`src/ccreg_consts.svh`:
```
// Constants for the counter-array register block: special function register
// addresses, field positions and reset values.
// Assumes an 8-bit special function register bus with byte addresses.
`ifndef CCREG_CONSTS_SVH
`define CCREG_CONSTS_SVH

`define CCREG_ADDR_CNT_LOW 8'hF9
`define CCREG_ADDR_CNT_HIGH 8'hFA
`define CCREG_ADDR_M0_LOW 8'hFB
`define CCREG_ADDR_M0_HIGH 8'hFC
`define CCREG_ADDR_M1_LOW 8'hE9
`define CCREG_ADDR_M1_HIGH 8'hEA
`define CCREG_ADDR_M2_LOW 8'hEB
`define CCREG_ADDR_M2_HIGH 8'hEC
`define CCREG_ADDR_M3_LOW 8'hED
`define CCREG_ADDR_M3_HIGH 8'hEE
`define CCREG_ADDR_M4_LOW 8'hFD
`define CCREG_ADDR_M4_HIGH 8'hFE
`define CCREG_ADDR_M5_LOW 8'hCE
`define CCREG_ADDR_M5_HIGH 8'hCF
`define CCREG_BYTE_RESET 8'h00
`define CCREG_MODE_RESET 8'h00
`define CCREG_COMP_EN_BIT 6
`define CCREG_WDOG_MODULE 5
`define CCREG_NUM_MODULES 6

`endif

```
`src/ccreg_pkg.sv`:
```
// Types for the counter-array register block.
// Assumes ccreg_consts.svh is included where the numbers are needed.
package ccreg_pkg;

    typedef logic [7:0] ccreg_byte_t;
    typedef logic [15:0] ccreg_word_t;

    // Decoded target of a bus access
    typedef enum logic [1:0] {
        CCREG_TGT_NONE,
        CCREG_TGT_CNT,
        CCREG_TGT_MOD
    } ccreg_tgt_t;

endpackage : ccreg_pkg

```
`src/ccreg_mem.sv`:
```
// Small word store for the module compare and auto-reload values.
// Assumes one write port and one read port per cycle, both on clk.
`timescale 1ns/1ps
module ccreg_mem #(
    parameter int DEPTH = 12,
    parameter int AW = 4
) (
    input wire logic clk, // System clock
    input wire logic rst, // Async reset, active high
    input wire logic wr_en, // Byte write strobe
    input wire logic [AW-1:0] wr_addr, // Word index
    input wire logic wr_high, // 1 selects upper byte
    input wire logic [7:0] wr_data, // Byte to store
    input wire logic [AW-1:0] rd_addr, // Word index to read
    output logic [15:0] rd_data // Registered read word
);
    import ccreg_pkg::*;

    // Refuse a store larger than its word index can reach
    if (DEPTH > (1 << AW)) begin : g_bad_depth
        $error("ccreg_mem: DEPTH exceeds address space");
    end

    typedef struct packed {
        logic [DEPTH-1:0][15:0] words;
        logic [15:0] rd_data;
    } ccreg_mem_state_t;

    ccreg_mem_state_t state;
    ccreg_mem_state_t next_state;

    // Byte lane update, then registered read of the old contents
    always_comb begin
        next_state = state;
        if (wr_en && (32'(wr_addr) < DEPTH)) begin
            if (wr_high) begin
                next_state.words[wr_addr][15:8] = wr_data;
            end else begin
                next_state.words[wr_addr][7:0] = wr_data;
            end
        end
        next_state.rd_data = (32'(rd_addr) < DEPTH) ? state.words[rd_addr] : 16'h0000;
    end

    always_ff @(posedge clk or posedge rst) begin
        if (rst) begin
            state <= '0;
        end else begin
            state <= next_state;
        end
    end

    assign rd_data = state.rd_data;

endmodule : ccreg_mem

```
`src/ccreg_top.sv`:
```
// Register access for the counter array: counter bytes with high-byte
// snapshot, watchdog write protection, module compare and auto-reload bytes.
// Assumes a single-cycle special function register bus on clk, same domain.
//
// Contract
// - counter low byte at 0xF9, RW, resets zero
// - counter high reads snapshot taken on low read
// - watchdog enable blocks counter low writes
// - watchdog enable blocks counter high writes
// - six module low bytes, 0xFB to 0xCE
// - six module high bytes, 0xFC to 0xCF
// - auto-reload select steers to reload values
// - low byte write clears comparator enable
// - high byte write sets comparator enable
// - comparator enable is mode bit six
// - watchdog enable protects module five mode
`timescale 1ns/1ps
`include "ccreg_consts.svh"
module ccreg_top #(
    parameter int NUM_MODULES = `CCREG_NUM_MODULES
) (
    input wire logic clk, // System clock, 25 MHz
    input wire logic rst, // Async reset, active high
    input wire logic [7:0] sfr_addr, // Register address
    input wire logic sfr_wr, // Write strobe, one cycle
    input wire logic sfr_rd, // Read strobe, one cycle
    input wire ccreg_pkg::ccreg_byte_t sfr_wdata, // Write data
    input wire logic auto_reload_select, // Steers module bytes to reload
    input wire logic watchdog_enable, // Locks counter and module 5 mode
    input wire logic mode_wr, // Mode register write strobe
    input wire logic [2:0] mode_sel, // Which module mode register
    input wire ccreg_pkg::ccreg_byte_t mode_wdata, // Mode write data
    input wire logic count_inc, // Counter advance from datapath
    output ccreg_pkg::ccreg_byte_t sfr_rdata, // Read data, registered
    output logic sfr_rvalid, // Read data valid pulse
    output ccreg_pkg::ccreg_word_t array_counter_value, // Running counter
    output logic [5:0] comparator_enable, // Per module enable
    output logic [47:0] module_mode_flat // All six mode registers
);
    import ccreg_pkg::*;

    // Decode table and enable fan-out are written for exactly six modules
    if (NUM_MODULES != `CCREG_NUM_MODULES) begin : g_bad_count
        $error("ccreg_top: six modules only");
    end

    typedef struct packed {
        ccreg_word_t counter;
        ccreg_byte_t snapshot;
        logic [5:0][7:0] mode;
        ccreg_byte_t rdata;
        logic rvalid;
        logic rd_mem;
        logic rd_high;
    } ccreg_state_t;

    ccreg_state_t state;
    ccreg_state_t next_state;

    // Decode an address into module index and byte; index 7 means none
    function automatic logic [3:0] mod_decode(input logic [7:0] a);
        unique case (a)
            `CCREG_ADDR_M0_LOW: mod_decode = 4'h0;
            `CCREG_ADDR_M0_HIGH: mod_decode = 4'h8;
            `CCREG_ADDR_M1_LOW: mod_decode = 4'h1;
            `CCREG_ADDR_M1_HIGH: mod_decode = 4'h9;
            `CCREG_ADDR_M2_LOW: mod_decode = 4'h2;
            `CCREG_ADDR_M2_HIGH: mod_decode = 4'hA;
            `CCREG_ADDR_M3_LOW: mod_decode = 4'h3;
            `CCREG_ADDR_M3_HIGH: mod_decode = 4'hB;
            `CCREG_ADDR_M4_LOW: mod_decode = 4'h4;
            `CCREG_ADDR_M4_HIGH: mod_decode = 4'hC;
            `CCREG_ADDR_M5_LOW: mod_decode = 4'h5;
            `CCREG_ADDR_M5_HIGH: mod_decode = 4'hD;
            default: mod_decode = 4'h7;
        endcase
    endfunction : mod_decode

    logic [3:0] dec;
    logic is_mod;
    logic mod_high;
    logic [2:0] mod_idx;
    logic [3:0] mem_idx;
    logic mem_wr;
    logic [15:0] mem_rdata;
    logic cnt_low_hit;
    logic cnt_high_hit;

    // Address decode shared by read and write paths
    always_comb begin
        dec = mod_decode(sfr_addr);
        is_mod = (dec[2:0] != 3'h7);
        mod_high = dec[3];
        mod_idx = dec[2:0];
        // Reload values live in the upper half of the store
        // Widen before adding so module 5 reaches word 11, not a wrapped index
        mem_idx = auto_reload_select ? ({1'b0, mod_idx} + 4'h6) : {1'b0, mod_idx};
        mem_wr = sfr_wr && is_mod;
        cnt_low_hit = (sfr_addr == `CCREG_ADDR_CNT_LOW);
        cnt_high_hit = (sfr_addr == `CCREG_ADDR_CNT_HIGH);
    end

    // Compare and reload bytes; one store keeps the top file small
    ccreg_mem #(
        .DEPTH(12),
        .AW(4)
    ) u_mem (
        .clk(clk),
        .rst(rst),
        .wr_en(mem_wr),
        .wr_addr(mem_idx),
        .wr_high(mod_high),
        .wr_data(sfr_wdata),
        .rd_addr(mem_idx),
        .rd_data(mem_rdata)
    );

    // Counter, snapshot, mode and read pipeline
    always_comb begin
        next_state = state;
        if (count_inc) begin
            next_state.counter = state.counter + 16'h0001;
        end
        // Software load wins over the advance; locked while watchdog runs
        if (sfr_wr && cnt_low_hit && !watchdog_enable) begin
            next_state.counter[7:0] = sfr_wdata;
        end
        if (sfr_wr && cnt_high_hit && !watchdog_enable) begin
            next_state.counter[15:8] = sfr_wdata;
        end
        // Latch upper byte together with the low byte read
        if (sfr_rd && cnt_low_hit) begin
            next_state.snapshot = state.counter[15:8];
        end
        // Mode writes; module 5 frozen while watchdog runs
        if (mode_wr && (mode_sel < 3'h6)) begin
            if (!(watchdog_enable && mode_sel == 3'(`CCREG_WDOG_MODULE))) begin
                next_state.mode[mode_sel] = mode_wdata;
            end
        end
        // Compare byte writes steer the enable; reload writes do not
        if (mem_wr && !auto_reload_select) begin
            if (!(watchdog_enable && mod_idx == 3'(`CCREG_WDOG_MODULE))) begin
                next_state.mode[mod_idx][`CCREG_COMP_EN_BIT] = mod_high;
            end
        end
        // Read answer; module bytes come from the store one cycle later
        next_state.rvalid = sfr_rd;
        next_state.rd_mem = sfr_rd && is_mod;
        next_state.rd_high = mod_high;
        next_state.rdata = 8'h00;
        if (sfr_rd && cnt_low_hit) begin
            next_state.rdata = state.counter[7:0];
        end else if (sfr_rd && cnt_high_hit) begin
            next_state.rdata = state.snapshot;
        end
    end

    always_ff @(posedge clk or posedge rst) begin
        if (rst) begin
            state <= '0;
        end else begin
            state <= next_state;
        end
    end

    // Output registers; module read data merged from the store register
    ccreg_byte_t out_rdata;
    logic out_rvalid;
    always_ff @(posedge clk or posedge rst) begin
        if (rst) begin
            out_rdata <= 8'h00;
            out_rvalid <= 1'b0;
        end else begin
            out_rvalid <= state.rvalid;
            out_rdata <= state.rd_mem ? (state.rd_high ? mem_rdata[15:8] : mem_rdata[7:0])
                                      : state.rdata;
        end
    end

    assign sfr_rdata = out_rdata;
    assign sfr_rvalid = out_rvalid;
    assign array_counter_value = state.counter;
    assign module_mode_flat = state.mode;

    genvar g;
    generate
        for (g = 0; g < 6; g++) begin : g_en
            assign comparator_enable[g] = state.mode[g][`CCREG_COMP_EN_BIT];
        end
    endgenerate

    // Assertions
    // Watchdog lock: a blocked write must leave the byte alone
    a_cnt_low_lock: assert property (@(posedge clk) disable iff (rst)
        sfr_wr && cnt_low_hit && watchdog_enable && !count_inc
        |=> array_counter_value[7:0] == $past(array_counter_value[7:0]))
        else $error("counter low changed while locked");
    a_cnt_high_lock: assert property (@(posedge clk) disable iff (rst)
        sfr_wr && cnt_high_hit && watchdog_enable && !count_inc
        |=> array_counter_value[15:8] == $past(array_counter_value[15:8]))
        else $error("counter high changed while locked");
    // Permitted loads land on the very next edge, ahead of any advance
    a_cnt_low_load: assert property (@(posedge clk) disable iff (rst)
        sfr_wr && cnt_low_hit && !watchdog_enable
        |=> array_counter_value[7:0] == $past(sfr_wdata))
        else $error("counter low not loaded");
    a_cnt_high_load: assert property (@(posedge clk) disable iff (rst)
        sfr_wr && cnt_high_hit && !watchdog_enable
        |=> array_counter_value[15:8] == $past(sfr_wdata))
        else $error("counter high not loaded");
    // Without a load the counter either advances by one or holds
    a_cnt_inc: assert property (@(posedge clk) disable iff (rst)
        count_inc && !(sfr_wr && (cnt_low_hit || cnt_high_hit))
        |=> array_counter_value == 16'($past(array_counter_value) + 16'h0001))
        else $error("counter did not advance");
    a_cnt_hold: assert property (@(posedge clk) disable iff (rst)
        !count_inc && !(sfr_wr && (cnt_low_hit || cnt_high_hit))
        |=> $stable(array_counter_value))
        else $error("counter moved without cause");
    // Back-to-back low then high read must see one counter value
    a_snap_take: assert property (@(posedge clk) disable iff (rst)
        sfr_rd && cnt_low_hit ##1 sfr_rd && cnt_high_hit
        |-> ##2 sfr_rdata == $past(array_counter_value[15:8], 3))
        else $error("snapshot not coherent");
    // Only a low-byte read may refresh the copy; anything else would tear
    a_snap_hold: assert property (@(posedge clk) disable iff (rst)
        !(sfr_rd && cnt_low_hit) |=> $stable(state.snapshot))
        else $error("snapshot changed without low read");
    a_low_read: assert property (@(posedge clk) disable iff (rst)
        sfr_rd && cnt_low_hit |-> ##2 sfr_rvalid && sfr_rdata == $past(array_counter_value[7:0], 2))
        else $error("counter low read wrong");
    // Read answer is a single pulse two edges after the strobe
    a_rvalid_pulse: assert property (@(posedge clk) disable iff (rst)
        sfr_rvalid == $past(sfr_rd, 2))
        else $error("read valid not two cycles after strobe");
    // Idle data lines read zero so a late sampler cannot see stale bytes
    a_rdata_idle: assert property (@(posedge clk) disable iff (rst)
        !sfr_rvalid |-> sfr_rdata == 8'h00)
        else $error("read data not zero while idle");
    a_unmapped_read: assert property (@(posedge clk) disable iff (rst)
        sfr_rd && !is_mod && !cnt_low_hit && !cnt_high_hit |-> ##2 sfr_rdata == 8'h00)
        else $error("unmapped read not zero");
    // Compare byte side effects on the enable bit
    a_comp_clear: assert property (@(posedge clk) disable iff (rst)
        mem_wr && !mod_high && !auto_reload_select && mod_idx != 3'h5
        |=> !comparator_enable[$past(mod_idx)])
        else $error("low write did not clear enable");
    a_comp_set: assert property (@(posedge clk) disable iff (rst)
        mem_wr && mod_high && !auto_reload_select && mod_idx != 3'h5 && !mode_wr
        |=> comparator_enable[$past(mod_idx)])
        else $error("high write did not set enable");
    // Module five follows the same side effects once the watchdog is off
    a_comp_clear5: assert property (@(posedge clk) disable iff (rst)
        mem_wr && !mod_high && !auto_reload_select && mod_idx == 3'h5 && !watchdog_enable
        |=> !comparator_enable[5])
        else $error("low write did not clear enable five");
    a_comp_set5: assert property (@(posedge clk) disable iff (rst)
        mem_wr && mod_high && !auto_reload_select && mod_idx == 3'h5 && !watchdog_enable
        && !mode_wr |=> comparator_enable[5])
        else $error("high write did not set enable five");
    // A plain mode write lands whole in its own byte lane
    a_mode_write: assert property (@(posedge clk) disable iff (rst)
        mode_wr && mode_sel < 3'h6 && !(watchdog_enable && mode_sel == 3'h5) && !mem_wr
        |=> module_mode_flat[8 * $past(mode_sel) +: 8] == $past(mode_wdata))
        else $error("mode write did not land");
    a_mode5_lock: assert property (@(posedge clk) disable iff (rst)
        watchdog_enable |=> module_mode_flat[47:40] == $past(module_mode_flat[47:40]))
        else $error("module 5 mode changed while locked");
    // Reload values share the addresses but must not steer the enables
    a_reload_keep: assert property (@(posedge clk) disable iff (rst)
        mem_wr && auto_reload_select && !mode_wr |=> comparator_enable == $past(comparator_enable))
        else $error("reload write touched enable");
    // Main scenarios worth seeing at least once
    c_snap_pair: cover property (@(posedge clk) sfr_rd && cnt_low_hit ##1 sfr_rd && cnt_high_hit);
    c_locked_wr: cover property (@(posedge clk) sfr_wr && cnt_low_hit && watchdog_enable);
    c_reload_wr: cover property (@(posedge clk) mem_wr && auto_reload_select);
    c_comp_on: cover property (@(posedge clk) mem_wr && mod_high && !auto_reload_select);
    c_unmapped_rd: cover property (@(posedge clk) sfr_rd && !is_mod && !cnt_low_hit && !cnt_high_hit);

endmodule : ccreg_top

```
`config.mk`:
```
export PLATFORM = sky130hd
export DESIGN_NAME = ccreg_top
export DESIGN_NICKNAME = d
export VERILOG_FILES = /design/src/ccreg_pkg.sv /design/src/ccreg_mem.sv /design/src/ccreg_top.sv
export VERILOG_INCLUDE_DIRS = /design/src
export SDC_FILE = /design/constraint.sdc
export NUM_CORES = 1
export LEC_CHECK = 0
export ABC_AREA = 1
export BUFFER_PORTS_ARGS = -buffer_cell sky130_fd_sc_hd__buf_2
export CAP_MARGIN = 20
export CORE_ASPECT_RATIO = 1.4
export CORE_MARGIN = 5
export CORE_UTILIZATION = 35
export CTS_CLUSTER_DIAMETER = 30
export DETAILED_ROUTE_END_ITERATION = 7
export HOLD_SLACK_MARGIN = 0.06
export PLACE_DENSITY_LB_ADDON = 0.05
export SYNTH_ARGS = -nofsm -noshare
export SYNTH_HDL_FRONTEND = slang
export SYNTH_HIERARCHICAL = 1
export SYNTH_SLANG_ARGS = --single-unit
```
`constraint.sdc`:
```
create_clock -name clk -period 10.15 [get_ports clk]
set_input_delay 2.5375 -clock clk [delete_from_list [all_inputs] [get_ports clk]]
set_output_delay 2.5375 -clock clk [all_outputs]
set_load 0.01 [all_outputs]
```
==> results.toml, run 1 <==
[status]
outcome = "complete, no violations"

[logic_synthesis]
synth.avg_cell_area_sq_um = 8.66
yosysWarningCount = 6
synth_seq_cells = 300
proportion_of_netlist_area_held_by_the_largest_area_contributor_pct = 50.5
synth-seq-area-share_pct = 50.5
synth_nets = 1756
synth_area_leader_cell = "dfrtp_1"
synth_top_cells_by_area = "dfrtp_1 51%, nand2_1 14%, o21ai_2 7.4%"
synthesis.area_sq_um = 14900
syn_inst = 1717
synth.lib_cells_used.distinct = 36

[finish]
finalInstanceArea_sq_um = 17200
finalNetCount = 1776
drive_gt1_share_pct = 22.8
area_growth_syn_to_layout_pct = 15.9
number_of_antenna_repair_diodes = 0
num-fill-cells = 4271
instances_no_fill = 2333
final_cell_mix = "571 x nand2_1, 300 x dfrtp_1, 161 x nand3_1, 125 x o21ai_2, 113 x buf_2"
fin_util_pct = 40.9
mostFrequentLayoutCell = "nand2_1"

[power_and_ir_drop]
p_int_mw = 2.78
vdd.ir_drop.worst_uv = 120
sequentialPowerShare_pct = 35.7
pwr_dens_nw_per_um2 = 216
power.total_mw = 3.71
power.static_leakage_nw = 8.43
combinationalPowerShare_pct = 9.9
power.net_switching_mw = 0.936
clock_power_share_pct = 54.4
sw_frac_of_total_pct = 25.2

[place]
globalplace.congestion = 0.798
post-place-ws_ns = 3.75
place_area_sq_um = 15100
place_inst = 2220
hpwlAfterDp_mm = 27.3
placement.io_buffers = 113

[clock_tree]
numClockSinks = 300
clkTransAtPathRegs_ns = 0.05
clkLatencyLatePin_ns = 0.57
hold_buffers = 0
tritoncts = "built"
cts_setup_buffers = 0
clock-root-buffer = "clkbuf_16"
cts-buffers-inserted = 61
cts_max_path_buffers = 3
cts_resized = 0
htree_levels = 2

[hold_path]
worst_hold_path_type = "flop to flop"

[floorplan]
start_util_pct = 35.3
core.rowCount = 89
floorplan.die_area_sq_um = 46700
io-pin-count = 114
dieHeight_um = 254
design.core.area_sq_um = 42100
die-width_um = 184

[critical_path]
cpMostUsedCell = "nand2_1"
critPathArrivalTime_ns = 6.31
critPathMaxFanout = 20
critPathLaunchType = "input port"
slowest_stage_cell_crit_path = "nor2_2"
crit_type = "input port to flop"
end_kind = "flop"
path_cells = "buf_2 > nand2_1 > nor2_2 > nand3_1 > nand2_1 > inv_1 > ha_1 > nand3_4 > nand2_1 > o21ai_0 > inv_1 > buf_4 > inv_2 > o21ai_2 > nor2_2 > nand2_1 > o21ai_0"
worstPathRequired_ns = 10.62
cpPeakStageDelay_ns = 0.83

[grt]
first_global_vias = 11400
gr-usage-met3_pct = 2.72
grt-busiest-layer = "met2"
grt_start_max_net_pins = 91
global_route.usage.total_pct = 17.8
grt_antenna_before_repair = 0
global_route.usage.met1_pct = 23.1
grt_first_pass_wirelength_mm = 66.3
grt.met2_usage_pct = 30.8
globalRoute.totalOverflow = 0

[detailed_routing]
initialDrtViolationCount = 750
routed_wl_per_cell_um = 17.7
post_drt_via_cell_ratio = 4.82
antenna_left = 0
routed-via-count = 11200
routed_wirelength_mm = 41.4
drt-pass1-iter-count = 5
detail_route.drc_violations = 0

[sta]
final_hold_viol_count = 0
skew_ns = 0.0145
postLayoutSetupSlackWorst_ns = 4.31
setup-violations-final = 0
fmax_ghz = 0.171
timing.max_slew.rel_slack_pct = 26.8
finalSetupTns_ns = 0
unrepaired_setup_endpoints_after_global_routing = "false"
worst_pin_slew_ns = 1.10
period_share_pct = 57.5
worst_hold_slack_ns = 0.358
period_minus_slack_ns = 5.84
slew_violations = 0

[run]
max-cap-violations = 0
-- critical path, delay by kind of cell --
kind	cells	cell delay, ns
buffers and inverters	5	0.55
AO/OA/AOI/OAI	3	0.65
AND/OR/NAND/NOR	8	2.33
adder cells (fa/ha/maj)	1	0.22
-- cells by family after synthesis --
kind of cell	synth area share [%]
adder cells (fa/ha/maj)	0.337
AND/OR/NAND/NOR	24.6
XOR/XNOR	0.825
buffers and inverters	10.3
flip-flops	50.5
AO/OA/AOI/OAI	13.4
-- area by class of cell --
type                            count  area (sq um)  share of cell area [%]
Multi-Input combinational cell   1156          5850                    34.0
Sequential cell                   300          7510                    43.6
Timing Repair Buffer              133           736                    4.27
Clock buffer                       90          1830                    10.6
Inverter                           85           329                    1.91
Clock inverter                     23           293                    1.70
Tap cell                          546           683                    3.97
-- sequential cells by signal, indices dropped and copies added, names as in the netlist --
register	flops
state	19
u_mem/rd_data	16
comparator_enable	6
sfr_rdata	8
array_counter_value	16
sfr_rvalid	1
u_mem/state	192
module_mode_flat	42
-- synth_stat cells --
master,count
o21bai_1,2
nor3_1,6
o221ai_1,4
nor3_2,2
inv_2,7
nor2_2,10
nand2_1,571
nor2_4,1
dfrtp_1,300
a21o_1,1
ha_1,4
o21ai_2,125
nand2_4,21
clkbuf_1,32
nand3_4,1
buf_1,5
nand3_2,1
nor4_1,1
buf_8,2
clkinv_1,1
nand4_1,11
nand2_2,2
inv_1,77
o21ai_0,74
buf_4,90
nor2_1,57
buf_6,21
o22ai_1,12
o21ai_1,47
a31oi_1,8
xor2_1,14
a21oi_1,13
o211ai_1,6
nand3_1,161
nor2_8,1
buf_2,26
-- routing by layer --
| metal | vias to the layer above | wire length [um] |
|---|---|---|
| met4 | 0 | 1080 |
| met5 | - | 0 |
| met1 | 5354 | 18100 |
| li1 | 5567 | - |
| met3 | 68 | 1830 |
| met2 | 245 | 20400 |
-- worst paths after layout --
| kind | end | startpoint | slack, ns | depth (start not counted) |
|---|---|---|---|---|
| setup / recovery | u_mem/state[93] | sfr_addr[7] | 4.31 | 17 |
| hold / removal | sfr_rvalid | state[2] | 0.36 | 0 |
| setup reg to reg | array_counter_value[15] | array_counter_value[2] | 8.16 | 6 |
| hold reg to reg | sfr_rvalid | state[2] | 0.36 | 0 |
| max in group asynchronous | u_mem/state[166] | rst | 6.64 | 3 |
| min in group asynchronous | module_mode_flat[17] | rst | 2.02 | 2 |
-- power by group through the flow --
stage                     Sequential, mW  Clock [mW]  Combinational, mW
after floorplan                     1.33           0              0.320
after detailed placement            1.35           0              0.377
final                               1.33        2.02              0.367
after global routing                1.34        2.12              0.418
after CTS                           1.33        2.07              0.378
after global placement              1.35           0              0.371
Power figures use the tool's default switching activity.
==> inputs of run 2 (changes only) <==
ABC_AREA = 0   (was 1)
clock period = 4.7 ns   (was 10.15 ns; I/O delays follow)
==> run 2 against run 1 <==
Against the previous run:
- sequential power grew 120%
- synthesized cell count fell by 41%
- cell area decreased by 1.5%
- critical endpoint is now u_mem/rd_data[9]
- setup slack worse by 3.5 ns
- non-clock buffer count is 17 higher
- first-iteration DRC count down 58%
==> results.toml, run 2 <==
[status]
outcome = "complete, no violations"

[finish]
num-fill-cells = 3710
final_cell_mix = "300 x dfrtp_1, 237 x mux2_2, 113 x buf_2, 63 x clkbuf_16, 48 x mux4_2"
finalNetCount = 1126
largest_register = "u_mem/state"
area_growth_syn_to_layout_pct = 21.3
number_of_antenna_repair_diodes = 0
fin_util_pct = 43.0
mostFrequentLayoutCell = "dfrtp_1"
largest_register_ffs = 192
drive_gt1_share_pct = 49.9

[clock_tree]
cts_resized = 0
clkLatencyLatePin_ns = 0.57
cts_max_path_buffers = 3
numClockSinks = 300
cts_setup_buffers = 0
clkTransAtPathRegs_ns = 0.05
hold_buffers = 0
htree_levels = 2
cts-buffers-inserted = 61
tritoncts = "built"
clock-root-buffer = "clkbuf_16"

[logic_synthesis]
synth_area_leader_cell = "dfrtp_1"
yosysWarningCount = 6
leading_register_cell_type_out_of_synthesis = "dfrtp_1"
synth_top_cells_by_area = "dfrtp_1 54%, mux2_2 19%, mux4_2 7.7%"
syn_inst = 1011
yosys.cell_count.top_type = "dfrtp_1"
yosys-top-cells-count = "300 x dfrtp_1, 237 x mux2_2, 87 x buf_4"
synthesis.area_sq_um = 14000
synth.avg_cell_area_sq_um = 13.8
synth_nets = 1050
synth-edff-count = 0
synth-seq-area-share_pct = 53.6
synth.lib_cells_used.distinct = 52
proportion_of_netlist_area_held_by_the_largest_area_contributor_pct = 53.6
synth_seq_cells = 300
postSynth.asyncResetShare_pct = 100

[detailed_routing]
routed_wl_per_cell_um = 20.9
routed_wirelength_mm = 34.8
routed-via-count = 8233
drt-pass1-iter-count = 4
antenna_left = 0
detail_route.drc_violations = 0
post_drt_via_cell_ratio = 4.94
initialDrtViolationCount = 315

[floorplan]
start_util_pct = 35.4
io-pin-count = 114
core.rowCount = 86
design.core.area_sq_um = 39500
dieHeight_um = 247
floorplan.die_area_sq_um = 44100
die-width_um = 179

[power_and_ir_drop]
power.static_leakage_nw = 7.99
sequentialPowerShare_pct = 35.3
sw_frac_of_total_pct = 23.3
power.net_switching_mw = 1.90
pwr_dens_nw_per_um2 = 481
p_int_mw = 6.26
power.total_mw = 8.16
vdd.ir_drop.worst_uv = 267
combinationalPowerShare_pct = 8.3
clock_power_share_pct = 56.4

[critical_path]
crit-reg2reg-capture = "array_counter_value[15]"
critPathLaunchType = "input port"
worstPathRequired_ns = 5.17
critPathArrivalTime_ns = 4.35
ff2ff_path_depth = 5
critical_path.reg2reg.startpoint = "array_counter_value[0]"
end_kind = "flop"
setup.reg_to_reg.worst_slack_ns = 2.95
crit_type = "input port to flop"
critPathMaxFanout = 22

[hold_path]
worst_hold_path_type = "flop to flop"
min-delay-start = "state[2]"
holdPathStages = 0
worst_hold_path.endpoint = "sfr_rvalid"

[grt]
first_global_vias = 9035
grt_first_pass_wirelength_mm = 54.8
grt_start_max_net_pins = 104
grt_antenna_before_repair = 0
global_route.usage.total_pct = 16.1
globalRoute.totalOverflow = 0

[sta]
timing.max_slew.rel_slack_pct = 38.2
finalSetupTns_ns = 0
final_hold_viol_count = 0
fmax_ghz = 0.258
unrepaired_setup_endpoints_after_global_routing = "false"
slew_violations = 0
worst_pin_slew_ns = 0.922
period_minus_slack_ns = 3.88
setup-violations-final = 0
skew_ns = 0.0117
period_share_pct = 82.6

[place]
placement.io_buffers = 113
hpwlAfterDp_mm = 23.3
globalplace.congestion = 0.774

[run]
max-cap-violations = 0
run 2: changes by cell type in the layout (fill, tap and decap cells not counted), sizes merged, moves of 11 or more:
cell,previous run,this run
nand2,594,30
inv,85,25
mux4,0,48
mux2,0,242
a22oi,0,16
o21ai,246,25
mux2i,0,21
clkbuf,90,77
nand3,163,9
buf,133,150
nor2,69,38
xnor2,0,14
o22ai,12,1
run 2: critical path: stages:
cell	delay (ns)
buf_2	0.21
nand3b_1	0.14
a211oi_1	0.44
inv_1	0.13
ha_1	0.28
o22ai_1	0.23
nor2_1	0.10
o21a_2	0.33
buf_12	0.21
buf_12	0.16
nand2b_1	0.42
buf_4	0.30
o21ai_0	0.21
run 2: worst max-delay path by stage:
stage,from,to,depth (start not counted)
finish,sfr_addr[0],u_mem/rd_data[9],13
global route,sfr_addr[0],u_mem/rd_data[9],13
CTS,sfr_addr[0],u_mem/rd_data[9],13
detailed placement,sfr_addr[0],u_mem/rd_data[9],13
global placement,sfr_addr[2],u_mem/rd_data[9],13
floorplan,sfr_addr[0],u_mem/state[72],11
run 2: final cells by class:
class	count	area (sq um)	share of cell area [%]
Clock inverter	36	510	3.01
Clock buffer	77	1710	10.1
Sequential cell	300	7510	44.2
Timing Repair Buffer	150	943	5.56
Inverter	24	96.3	0.568
Tap cell	528	661	3.89
Multi-Input combinational cell	550	5550	32.7
run 2: cell families after synthesis:
kind of cell,after synthesis,share of synthesized area (%)
AOI/OAI and AO/OA,79,3.60
xor gates and xnor gates,18,1.13
adders and majority gates,4,0.358
buffers and inverters,161,6.87
DFF,300,53.6
muxes,311,28.7
and+or+nand+nor,138,5.70
run 2: per-stage QoR:
step | setup WS [ns] | cells | hold slack (ns) | cell area (sq um)
final | 0.818 | 1665 | 0.357 | 17000
after global routing | 0.520 | 1665 | 0.368 | 17000
after CTS | 0.828 | 1665 | 0.362 | 17000
after detailed placement | 0.238 | 1552 | 0.350 | 14800
after global placement | 0.231 | 1552 | 0.338 | 14800
after floorplan | 0.411 | 1011 | 0.331 | 14000
run 2: layer usage:
layer / GRT usage [%] / vias to the layer above / wire, um
met5: 0 / - / 0
met4: 4.88 / 0 / 820
met3: 3.05 / 63 / 1560
met2: 27.9 / 174 / 17700
met1: 20.3 / 4273 / 14700
li1: - / 3723 / -
run 2: power groups by stage:
stage          clock network (mW)  logic, mW  registers (mW)
2_1_floorplan                   0      0.609            2.88
3_3_place_gp                    0      0.693            2.92
3_5_place_dp                    0      0.699            2.92
4_1_cts                      4.71      0.701            2.88
5_1_grt                      4.84      0.755            2.90
6_report                     4.60      0.680            2.88
